## src/hw/psram_ctrl_defines.svh

```systemverilog
`ifndef PSRAM_CTRL_DEFINES_SVH
`define PSRAM_CTRL_DEFINES_SVH

// ------------------------------------------------------------
// clock and timing
// ------------------------------------------------------------
`define CLK_PERIOD_NS          50
`define POWERUP_WAIT_US        100
`define POWERUP_WAIT_CYC       ((`POWERUP_WAIT_US * 1000) / `CLK_PERIOD_NS + 1)
`define INIT_CYCLES            8
`define REFRESH_PERIOD_MS      32
`define REFRESH_ROWS           2048
`define REFRESH_INTERVAL_CYC   ((`REFRESH_PERIOD_MS * 1000000) / `CLK_PERIOD_NS / `REFRESH_ROWS)
`define AUTO_PULSE_MIN_NS      70
`define AUTO_PULSE_CYC         ((`AUTO_PULSE_MIN_NS + `CLK_PERIOD_NS - 1) / `CLK_PERIOD_NS)
`define SELF_PULSE_US          8
`define SELF_PULSE_CYC         ((`SELF_PULSE_US * 1000 + `CLK_PERIOD_NS - 1) / `CLK_PERIOD_NS + 1)
`define REFRESH_RESET_NS       600
`define REFRESH_RESET_CYC      ((`REFRESH_RESET_NS + `CLK_PERIOD_NS - 1) / `CLK_PERIOD_NS + 1)
`define SELF_EXIT_US           15
`define SELF_EXIT_CYC          ((`SELF_EXIT_US * 1000) / `CLK_PERIOD_NS)
`define RECOVERY_MS            5
`define RECOVERY_CYC           ((`RECOVERY_MS * 1000000) / `CLK_PERIOD_NS)
`define ACCESS_CYC             2
`define PRECHARGE_CYC          1
`define TIMER_W                17

`endif

```

## src/hw/psram_ctrl_pkg.sv

```systemverilog
package psram_ctrl_pkg;

    typedef struct packed {
        logic        write;
        logic [18:0] addr;
        logic [7:0]  wdata;
    } mem_req_t;

    typedef struct packed {
        logic       chip_select_n;
        logic       output_enable_refresh_n;
        logic       write_enable_n;
    } strobe_t;

    typedef enum logic [8:0] {
        ST_POWERUP  = 9'h001,
        ST_INIT     = 9'h002,
        ST_IDLE     = 9'h004,
        ST_READ     = 9'h008,
        ST_WRITE    = 9'h010,
        ST_PRECHG   = 9'h020,
        ST_AUTO     = 9'h040,
        ST_SELF     = 9'h080,
        ST_RESETGAP = 9'h100
    } ctrl_state_t;

endpackage

```

## src/hw/psram_access_and_refresh.sv

```systemverilog
`timescale 1ns/1ps
`include "psram_ctrl_defines.svh"
// Overview of operation
// - write spans select and write-strobe overlap
// - host drives data only while writing
// - wait 100 us, then eight dummy cycles
// - refresh within 15 us after self refresh
// - hold both strobes high 600 ns after self
// - no refresh pulse inside reset interval
// - 2048 refreshes every 32 ms
// - auto refresh pulse 70 ns to 8 us
// - wait 5 ms after retention recovery
// - raise shared strobe before refresh pulse
module psram_access_and_refresh
    import psram_ctrl_pkg::*;
#(
    parameter int POWERUP_CYC  = `POWERUP_WAIT_CYC,
    parameter int RECOVERY_CYC = `RECOVERY_CYC,
    parameter int SELF_CYC     = `SELF_PULSE_CYC
)(
    input  wire logic        ref_clk,
    input  wire logic        resetn,
    input  wire logic        req_valid,
    input  wire mem_req_t    req,
    output logic             req_ready,
    output logic             rsp_valid,
    output logic [7:0]       rsp_rdata,
    input  wire logic        self_refresh_req,
    input  wire logic        retention_exit,
    output logic             mem_ready,
    output logic             chip_select_n,
    output logic             output_enable_refresh_n,
    output logic             write_enable_n,
    output logic [18:0]      word_address,
    output logic [7:0]       data_lines_out,
    output logic             data_lines_oe,
    input  wire logic [7:0]  data_lines_in
);

    // ------------------------------------------------------------
    // state
    // ------------------------------------------------------------
    ctrl_state_t          state_reg, state_next;
    logic [`TIMER_W-1:0]  cnt_reg, cnt_next;
    logic [`TIMER_W-1:0]  rint_reg;
    logic [3:0]           init_reg;
    logic                 rpend_reg;
    logic                 self_exit_reg;
    logic                 rsp_valid_reg;
    logic [7:0]           rdata_reg;
    strobe_t              pins_reg, pins_next;
    logic [18:0]          addr_reg;
    logic [7:0]           wdata_reg;
    logic                 oe_reg;
    logic                 ready_reg;
    logic                 mready_reg;
    logic [2:0]           sr_sync_reg, rx_sync_reg;
    logic                 sr_level_reg, rx_level_reg;
    logic                 rx_pend_reg;

    // ------------------------------------------------------------
    // decode
    // ------------------------------------------------------------
    wire cnt_done    = (cnt_reg == '0);
    wire tick        = (rint_reg == '0);
    // a pin level counts once the last two stages agree
    wire sr_agree    = (sr_sync_reg[2] == sr_sync_reg[1]);
    wire rx_agree    = (rx_sync_reg[2] == rx_sync_reg[1]);
    wire self_req    = sr_level_reg;
    wire rx_rise     = rx_agree & rx_sync_reg[2] & ~rx_level_reg;
    wire rx_now      = rx_pend_reg;
    // ready is only granted when the next edge will take the request
    wire take        = (state_reg == ST_IDLE) & ready_reg & req_valid;
    wire go_refresh  = (state_reg == ST_IDLE) & (rpend_reg | self_exit_reg) & ~(take);
    wire in_init     = (init_reg != 4'h0);
    wire refresh_clr = (state_reg == ST_IDLE) & (state_next == ST_AUTO);
    // a new tick wins over the clear
    wire rpend_d     = tick | (rpend_reg & ~refresh_clr);
    wire sexit_d     = (state_reg == ST_RESETGAP) | (self_exit_reg & ~refresh_clr);
    wire rx_pend_d   = rx_rise | (rx_pend_reg & ~((state_reg == ST_IDLE) & (state_next == ST_POWERUP)));

    // ------------------------------------------------------------
    // next state
    // ------------------------------------------------------------
    always_comb begin
        state_next = state_reg;
        cnt_next   = cnt_done ? cnt_reg : cnt_reg - `TIMER_W'(1);
        pins_next  = pins_reg;
        case (state_reg)
            ST_POWERUP: begin
                if (cnt_done) begin
                    state_next = ST_INIT;
                    cnt_next   = `TIMER_W'(`AUTO_PULSE_CYC);
                    pins_next  = '{1'b1, 1'b0, 1'b1};
                end
            end
            ST_INIT: begin
                if (cnt_done) begin
                    state_next = ST_PRECHG;
                    cnt_next   = `TIMER_W'(`PRECHARGE_CYC);
                    pins_next  = '{1'b1, 1'b1, 1'b1};
                end
            end
            ST_IDLE: begin
                if (take) begin
                    state_next = req.write ? ST_WRITE : ST_READ;
                    cnt_next   = `TIMER_W'(`ACCESS_CYC);
                    // select and write strobe fall together: memory stays high-z
                    pins_next  = req.write ? strobe_t'{1'b0, 1'b1, 1'b0}
                                           : strobe_t'{1'b0, 1'b0, 1'b1};
                end else if (rx_now) begin
                    state_next = ST_POWERUP;
                    cnt_next   = `TIMER_W'(RECOVERY_CYC);
                end else if (self_req) begin
                    state_next = ST_SELF;
                    cnt_next   = `TIMER_W'(SELF_CYC);
                    pins_next  = '{1'b1, 1'b0, 1'b1};
                end else if (go_refresh) begin
                    state_next = ST_AUTO;
                    cnt_next   = `TIMER_W'(`AUTO_PULSE_CYC);
                    pins_next  = '{1'b1, 1'b0, 1'b1};
                end
            end
            ST_READ, ST_WRITE: begin
                if (cnt_done) begin
                    // select and strobes rise together so no refresh starts
                    state_next = ST_PRECHG;
                    cnt_next   = `TIMER_W'(`PRECHARGE_CYC);
                    pins_next  = '{1'b1, 1'b1, 1'b1};
                end
            end
            ST_AUTO: begin
                if (cnt_done) begin
                    state_next = ST_PRECHG;
                    cnt_next   = `TIMER_W'(`PRECHARGE_CYC);
                    pins_next  = '{1'b1, 1'b1, 1'b1};
                end
            end
            ST_SELF: begin
                if (cnt_done & ~self_req) begin
                    state_next = ST_RESETGAP;
                    cnt_next   = `TIMER_W'(`REFRESH_RESET_CYC);
                    pins_next  = '{1'b1, 1'b1, 1'b1};
                end
            end
            ST_RESETGAP: begin
                if (cnt_done) begin
                    state_next = ST_IDLE;
                end
            end
            ST_PRECHG: begin
                if (cnt_done) begin
                    state_next = ST_IDLE;
                end
            end
            default: begin
                state_next = ST_IDLE;
                pins_next  = '{1'b1, 1'b1, 1'b1};
            end
        endcase
        if (state_reg == ST_PRECHG && cnt_done && in_init) begin
            state_next = ST_INIT;
            cnt_next   = `TIMER_W'(`AUTO_PULSE_CYC);
            pins_next  = '{1'b1, 1'b0, 1'b1};
        end
    end

    // ------------------------------------------------------------
    // registers
    // ------------------------------------------------------------
    always_ff @(posedge ref_clk or negedge resetn) begin
        if (!resetn) begin
            state_reg <= ST_POWERUP;
            cnt_reg   <= `TIMER_W'(POWERUP_CYC);
            pins_reg  <= '{1'b1, 1'b1, 1'b1};
        end else begin
            state_reg <= state_next;
            cnt_reg   <= cnt_next;
            pins_reg  <= pins_next;
        end
    end

    always_ff @(posedge ref_clk or negedge resetn) begin
        if (!resetn) begin
            sr_sync_reg  <= 3'h0;
            rx_sync_reg  <= 3'h0;
            sr_level_reg <= 1'b0;
            rx_level_reg <= 1'b0;
            rx_pend_reg  <= 1'b0;
        end else begin
            sr_sync_reg  <= {sr_sync_reg[1:0], self_refresh_req};
            rx_sync_reg  <= {rx_sync_reg[1:0], retention_exit};
            sr_level_reg <= sr_agree ? sr_sync_reg[2] : sr_level_reg;
            rx_level_reg <= rx_agree ? rx_sync_reg[2] : rx_level_reg;
            rx_pend_reg  <= rx_pend_d;
        end
    end

    always_ff @(posedge ref_clk or negedge resetn) begin
        if (!resetn) begin
            init_reg <= 4'h0;
        end else if (state_reg == ST_POWERUP && cnt_done) begin
            init_reg <= 4'(`INIT_CYCLES);
        end else if (state_reg == ST_INIT && cnt_done) begin
            init_reg <= init_reg - 4'h1;
        end
    end

    always_ff @(posedge ref_clk or negedge resetn) begin
        if (!resetn) begin
            rint_reg <= `TIMER_W'(`REFRESH_INTERVAL_CYC - 1);
        end else if (state_reg == ST_SELF) begin
            rint_reg <= `TIMER_W'(`REFRESH_INTERVAL_CYC - 1);
        end else begin
            rint_reg <= tick ? `TIMER_W'(`REFRESH_INTERVAL_CYC - 1) : rint_reg - `TIMER_W'(1);
        end
    end

    always_ff @(posedge ref_clk or negedge resetn) begin
        if (!resetn) begin
            rpend_reg     <= 1'b0;
            self_exit_reg <= 1'b0;
        end else begin
            rpend_reg     <= rpend_d;
            self_exit_reg <= sexit_d;
        end
    end

    always_ff @(posedge ref_clk or negedge resetn) begin
        if (!resetn) begin
            addr_reg  <= 19'h0;
            wdata_reg <= 8'h0;
            oe_reg    <= 1'b0;
        end else begin
            if (take) begin
                addr_reg  <= req.addr;
                wdata_reg <= req.wdata;
            end
            oe_reg <= (state_next == ST_WRITE);
        end
    end

    always_ff @(posedge ref_clk or negedge resetn) begin
        if (!resetn) begin
            rsp_valid_reg <= 1'b0;
            rdata_reg     <= 8'h0;
            ready_reg     <= 1'b0;
            mready_reg    <= 1'b0;
        end else begin
            rsp_valid_reg <= (state_reg == ST_READ) & cnt_done;
            if ((state_reg == ST_READ) & cnt_done) begin
                rdata_reg <= data_lines_in;
            end
            ready_reg  <= (state_next == ST_IDLE) & ~in_init & ~rpend_d & ~sexit_d & ~rx_pend_d & ~self_req;
            mready_reg <= ~in_init & (state_next != ST_POWERUP) & (state_next != ST_INIT);
        end
    end

    // ------------------------------------------------------------
    // outputs
    // ------------------------------------------------------------
    assign req_ready               = ready_reg;
    assign rsp_valid               = rsp_valid_reg;
    assign rsp_rdata               = rdata_reg;
    assign mem_ready               = mready_reg;
    assign chip_select_n           = pins_reg.chip_select_n;
    assign output_enable_refresh_n = pins_reg.output_enable_refresh_n;
    assign write_enable_n          = pins_reg.write_enable_n;
    assign word_address            = addr_reg;
    assign data_lines_out          = wdata_reg;
    assign data_lines_oe           = oe_reg;

endmodule

```

## config.mk

```make
export PLATFORM = sky130hd
export DESIGN_NAME = psram_access_and_refresh
export DESIGN_NICKNAME = d
export VERILOG_FILES = /design/src/hw/psram_ctrl_pkg.sv /design/src/hw/psram_access_and_refresh.sv
export VERILOG_INCLUDE_DIRS = /design/src /design/src/hw
export SDC_FILE = /design/constraint.sdc
export NUM_CORES = 1
export LEC_CHECK = 0
export BUFFER_PORTS_ARGS = -buffer_cell sky130_fd_sc_hd__buf_2
export CORE_MARGIN = 8
export CORE_UTILIZATION = 40
export DETAILED_ROUTE_END_ITERATION = 10
export HOLD_SLACK_MARGIN = 0.1
export PLACE_DENSITY = 0.71
export SLEW_MARGIN = 20
export SYNTH_ARGS = -nofsm -noshare
export SYNTH_HDL_FRONTEND = slang
export SYNTH_SLANG_ARGS = --single-unit
export TNS_END_PERCENT = 1
```

## constraint.sdc

```tcl
create_clock -name ref_clk -period 2.5 [get_ports ref_clk]
set_input_delay 0.25 -clock ref_clk [delete_from_list [all_inputs] [get_ports ref_clk]]
set_output_delay 0.25 -clock ref_clk [all_outputs]
set_load 0.005 [all_outputs]
```

Word level (Yosys, flattened, before mapping)

Cells that the tools add are included.

$add $sub $neg: 3
Eq/ne operators: 23
Multiplexer cells: 35
Bitwise logic cells: 33
Reductions and logical operators: 11

Operators by type and width:

| cell                  | number |
|---|---|
| $mux 17               | 11 |
| $mux 9                | 9 |
| $pmux 17 s4           | 1 |
| $pmux 9 s5            | 1 |
| $logic_not 17->1      | 2 |
| $sub 17x1->17 const B | 2 |
| $mux 3                | 8 |
| $and 1x1->1           | 20 |
| $eq 9x1->1 const B    | 2 |
| $eq 9x3->1 const B    | 2 |
| $eq 9x5->1 const B    | 2 |
| $eq 9x7->1 const B    | 2 |
| $pmux 3 s5            | 1 |
| $eq 9x2->1 const B    | 1 |
| $eq 9x4->1 const B    | 1 |
| $eq 9x6->1 const B    | 1 |
| $eq 9x8->1 const B    | 1 |
| $eq 9x9->1 const B    | 1 |
| $ne 9x1->1 const B    | 1 |
| $ne 9x2->1 const B    | 1 |
| $not 1->1             | 9 |
| $mux 4                | 2 |
| $ne 3x3->1 const B    | 2 |
| $reduce_and 6->1      | 1 |
| other kinds (14)      | 21 |

Bits in registers: 100
Input bits: 41
Output and inout port bits: 42
Word-level logic and storage cells: 126

Logic depth before layout (Yosys ltp)

Word-level depth: 21
Depth in mapped cells: 10
Mapped depth without buffers: 8

Worst setup path before layout

OpenSTA, ideal clock, no wires.

Path type: reg2reg
From: reg cnt_reg[0]
To: reg cnt_reg[0]
Setup time: 0.083 ns
Arrival: 2.106 ns
Required time: 2.417 ns
Setup slack: 0.311 ns
Stages on the path, launching flop included: 11
Buffers on the path: 2
Period minus slack after synthesis: 2.189 ns
Cells stage by stage: dfstp_2 -> inv_1 -> ha_1 -> nor4b_1 -> and4_1 -> buf_4 -> inv_2 -> buf_2 -> ha_1 -> o21bai_1 -> a41oi_1

Longest elaborated chain between the ends: 8
Elaborated cells on any way between the ends: 15
Those cells by class: 1 x add/sub; 10 x mux; 1 x bitwise; 3 x reduce/logical

RTL lines:

| item                                              | line                                                           | text |
|---|---|---|
| from (decl)                                       | psram_access_and_refresh.sv:44                                 | `` logic [`TIMER_W-1:0] cnt_reg, cnt_next; `` |
| from (signal assigned)                            | psram_access_and_refresh.sv:174                                | `` cnt_reg <= `TIMER_W'(POWERUP_CYC); `` |
| from (signal assigned)                            | psram_access_and_refresh.sv:178                                | `cnt_reg <= cnt_next;` |
| $sub 17x1->17 or $logic_not 17->1 (tied branches) | psram_access_and_refresh.sv:87, psram_access_and_refresh.sv:64 |  |
| $mux 17                                           | psram_access_and_refresh.sv:87                                 | `` cnt_next = cnt_done ? cnt_reg : cnt_reg - `TIMER_W'(1); `` |
| $mux 17                                           | psram_access_and_refresh.sv:118                                | `end else if (go_refresh) begin` |
| $mux 17                                           | psram_access_and_refresh.sv:114                                | `end else if (self_req) begin` |
| $mux 17                                           | psram_access_and_refresh.sv:111                                | `end else if (rx_now) begin` |
| $mux 17                                           | psram_access_and_refresh.sv:105                                | `if (take) begin` |
| $pmux 17 s4                                       | psram_access_and_refresh.sv:89                                 | `case (state_reg)` |
| $mux 17 (*)                                       | psram_access_and_refresh.sv:161                                | `if (state_reg == ST_PRECHG && cnt_done && in_init) begin` |
| via cnt_next[0]                                   | psram_access_and_refresh.sv:44                                 |  |

Mark *: on every way through the listed nets, which the timed path passes. The rest lies on a longest branch.
A chain may end at the register's enable or synchronous reset.

Worst setup path after layout

From: reg cnt_reg[1]
To: reg state_reg[1]

Longest elaborated chain between the ends: 5
Elaborated cells on any way between the ends: 10
Those cells by class: 6 x mux; 1 x bitwise; 3 x reduce/logical

RTL lines:

| item                 | line                            | text |
|---|---|---|
| $logic_not 17->1 (*) | psram_access_and_refresh.sv:64  | `wire cnt_done = (cnt_reg == '0);` |
| $and 1x1->1          | psram_access_and_refresh.sv:140 | `if (cnt_done & ~self_req) begin` |
| $mux 9               | psram_access_and_refresh.sv:140 |  |
| $pmux 9 s5           | psram_access_and_refresh.sv:89  |  |
| $mux 9 (*)           | psram_access_and_refresh.sv:161 |  |
| via state_next[1]    | psram_access_and_refresh.sv:43  | `ctrl_state_t state_reg, state_next;` |
| to (signal assigned) | psram_access_and_refresh.sv:177 | `state_reg <= state_next;` |
| to (decl)            | psram_access_and_refresh.sv:43  |  |

Marks and branches as above.

==> run_results.csv <==
group,metric,value,unit
outcome,status,"finished, final reports clean",
yosys,seq_area_frac_synth,50.7,%
yosys,syn-num-nets,493,
final_layout,diodes,0,
global_routing,grt_use_total,15.0,%
timing,rsz0062_at_grt,"no",
clocking,h-tree-depth,3,
global_routing,antenna_found_initial,0,
route,ant_nets,0,
final_layout,utilization,49.3,%
clocking,cts_tree,"yes",
power,p_leak,2.83,nW
yosys,yosys_warnings,0,
worst_setup_path,crit_required,2.78,ns
timing,fmax,0.448,GHz
final_layout,multi_input_area,2300,µm²
yosys,synth_edf_count,0,
timing,relSlewSlack,56.9,%
timing,period_needed,2.23,ns
clocking,cts.sinks,100,
route,avgViaCountPerCell,5.43,
min_path,whs_path_depth,2,
worst_setup_path,setup.worst_path.class,"reg2reg",
clocking,root_buffer,"clkbuf_16",
final_layout,largest_register_ffs,19,
route,drt_pass1_iterations,5,
yosys,synth_area_leader_cell,"dfrtp_1",
route,vias,3869,
yosys,synth_top_area_share,41.8,%
clocking,cts_buffers,9,
timing,min_period_over_period,89.4,%
yosys,synth_cell_types,78,
worst_setup_path,cpPeakStageDelay,0.45,ns
worst_setup_path,r2r_cells,8,
timing,worstMarginPinSlew,0.646,ns
timing,whs,0.119,ns
floorplan,start_util,41.2,%
yosys,synth.most_common_cell,"dfrtp_1",
floorplan,rows,40,
place,place_area,5640,µm²
yosys,syn_avg_cell_area,11.2,µm²
worst_setup_path,cp.arrival,2.51,ns
yosys,synth_area,4970,µm²
global_routing,grt_max_degree,54,
clocking,cts_max_path_buffers,2,
run,cap_violations,0,
yosys,synth_cells,445,
floorplan,die_area,16300,µm²
route,drc,0,
power,max-vdd-ir-drop,332,µV
floorplan,die_h,128,µm
route,drt_iter0_drc,174,
floorplan,pin_count,83,
floorplan,die_x,128,µm
worst_setup_path,critPathCaptureType,"register",
final_layout,fin_cells,712,
power,p_per_area,517,nW/µm²
timing,setup_viol,0,
place,dp_hpwl,8730,µm
yosys,ys_ff_latch,100,
yosys,synthTopCellsByCount,"83 x dfrtp_1, 41 x nor2_1, 32 x mux2_2, 30 x nand2_1, 20 x xnor2_1",
timing,tns,0,ns
timing,hold_viol,0,
clocking,insertion_delay,0.34,ns
worst_setup_path,crit_chain,"inv_1 -> ha_1 -> nor4b_1 -> and4_1 -> inv_2 -> nor3_4 -> nand2b_1 -> o32a_1",
global_routing,grt_pass1_wl,19900,µm
worst_setup_path,slowest_stage,"nor3_4",
place,io_buffers,82,
clocking,post_cts_buffers,0,
global_routing,grt_pass1_vias,4003,
timing,skew,0.0106,ns
yosys,ys.flop_type,"dfrtp_1",
worst_setup_path,start_kind,"register",
final_layout,fillCellCount,1093,
final_layout,final_nets,588,
global_routing,grt.overflow.total,0,
clocking,clk_pin_slew,0.07,ns
final_layout,drive_gt1_share,34.9,%
final_layout,postLayoutCellArea,5950,µm²
place,placed_cells,694,
place,gp_congestion,0.983,
worst_setup_path,cp_max_fo,15,
route,drt-total-wl,11700,µm
final_layout,area_growth_syn_to_layout,19.6,%
floorplan,core,12100,µm²
timing,maxSlewViolCount,0,
route,wire_per_inst,16.4,µm
yosys,synth.area.top_cells,"dfrtp_1 42%, dfstp_2 9.0%, mux2_2 7.2%",
yosys,synthArstFlopShare,100,%
final_layout,regArea,2520,µm²
min_path,hold_path_class,"in2reg",
==> placed cells by master (no fill, tap or decap), types with 14 or more instances in the layout <==
cell type / count
dfstp_2: 17
a21oi_1: 15
mux2_2: 32
dfrtp_1: 83
buf_2: 81
nand2_1: 30
xnor2_1: 20
nor3_1: 15
buf_4: 14
nor2_1: 41
==> what timing repair did <==
| item | in CTS | in global routing |
|---|---|---|
| hold endpoints to repair | 35 | 0 |
| endpoints found under the setup margin | 0 | 0 |
| hold buffers | 3 | 0 |
| gates resized for setup | 0 | 0 |
==> worst max-delay path, delay by kind of cell, from the launching register on <==
kind / cells / cell delay [ns]
flip-flops: 1 / 0.40
AND/OR/NAND/NOR: 4 / 1.15
buffers and inverters: 2 / 0.25
adder cells (fa/ha/maj): 1 / 0.22
AO/OA/AOI/OAI: 1 / 0.15
==> per-stage QoR <==
step,worst slack (ns),total power [mW]
2_1_floorplan,0.311,1.69
3_3_place_gp,0.360,1.77
3_5_place_dp,0.299,1.77
4_1_cts,0.271,3.12
5_1_grt,0.162,3.20
6_report,0.266,3.08
==> path summary, 6_finish.rpt <==
| path | startpoint | slack, ns | to |
|---|---|---|---|
| min in group asynchronous | resetn | 0.47 | state_reg[1] |
| hold reg to reg | rx_sync_reg[0] | 0.35 | rx_sync_reg[1] |
| setup / recovery | cnt_reg[1] | 0.27 | state_reg[1] |
| max in group asynchronous | resetn | 1.31 | output_enable_refresh_n |
| hold / removal | data_lines_in[5] | 0.12 | rsp_rdata[5] |
| setup reg to reg | cnt_reg[1] | 0.27 | state_reg[1] |
==> layer usage <==
metal,wire length (µm),track usage [%]
met1,4830,18.2
met2,5970,25.3
met3,564,2.75
met4,330,7.14
met5,0,0
==> cell families (layout without fill, tap and decap cells) <==
logic type / count (synthesis) / after routing / synth area share, %
compound gates: 70 / 70 / 9.91
simple gates: 167 / 167 / 20.2
buf+inv: 30 / 129 / 3.04
xor+xnor: 32 / 32 / 5.63
fa+ha+maj: 8 / 8 / 1.96
flops: 100 / 100 / 50.7
mux: 38 / 38 / 8.55
==> cell type report <==
cell class              instances  area share, %
inverters                      14          0.883
flip-flops and latches        100           42.4
clock buffers                  10           4.02
repair buffers                100           9.76
multi-input cells             315           38.7
well taps                     168           3.53
clock inverters                 5          0.715
==> report_power, final <==
| part | internal (mW) | switching, mW | total, mW |
|---|---|---|---|
| clock | 0.713 | 0.622 | 1.33 |
| combinational | 0.0443 | 0.0546 | 0.0990 |
| sequential | 1.63 | 0.00829 | 1.64 |
(Power assumes the default switching activity.)
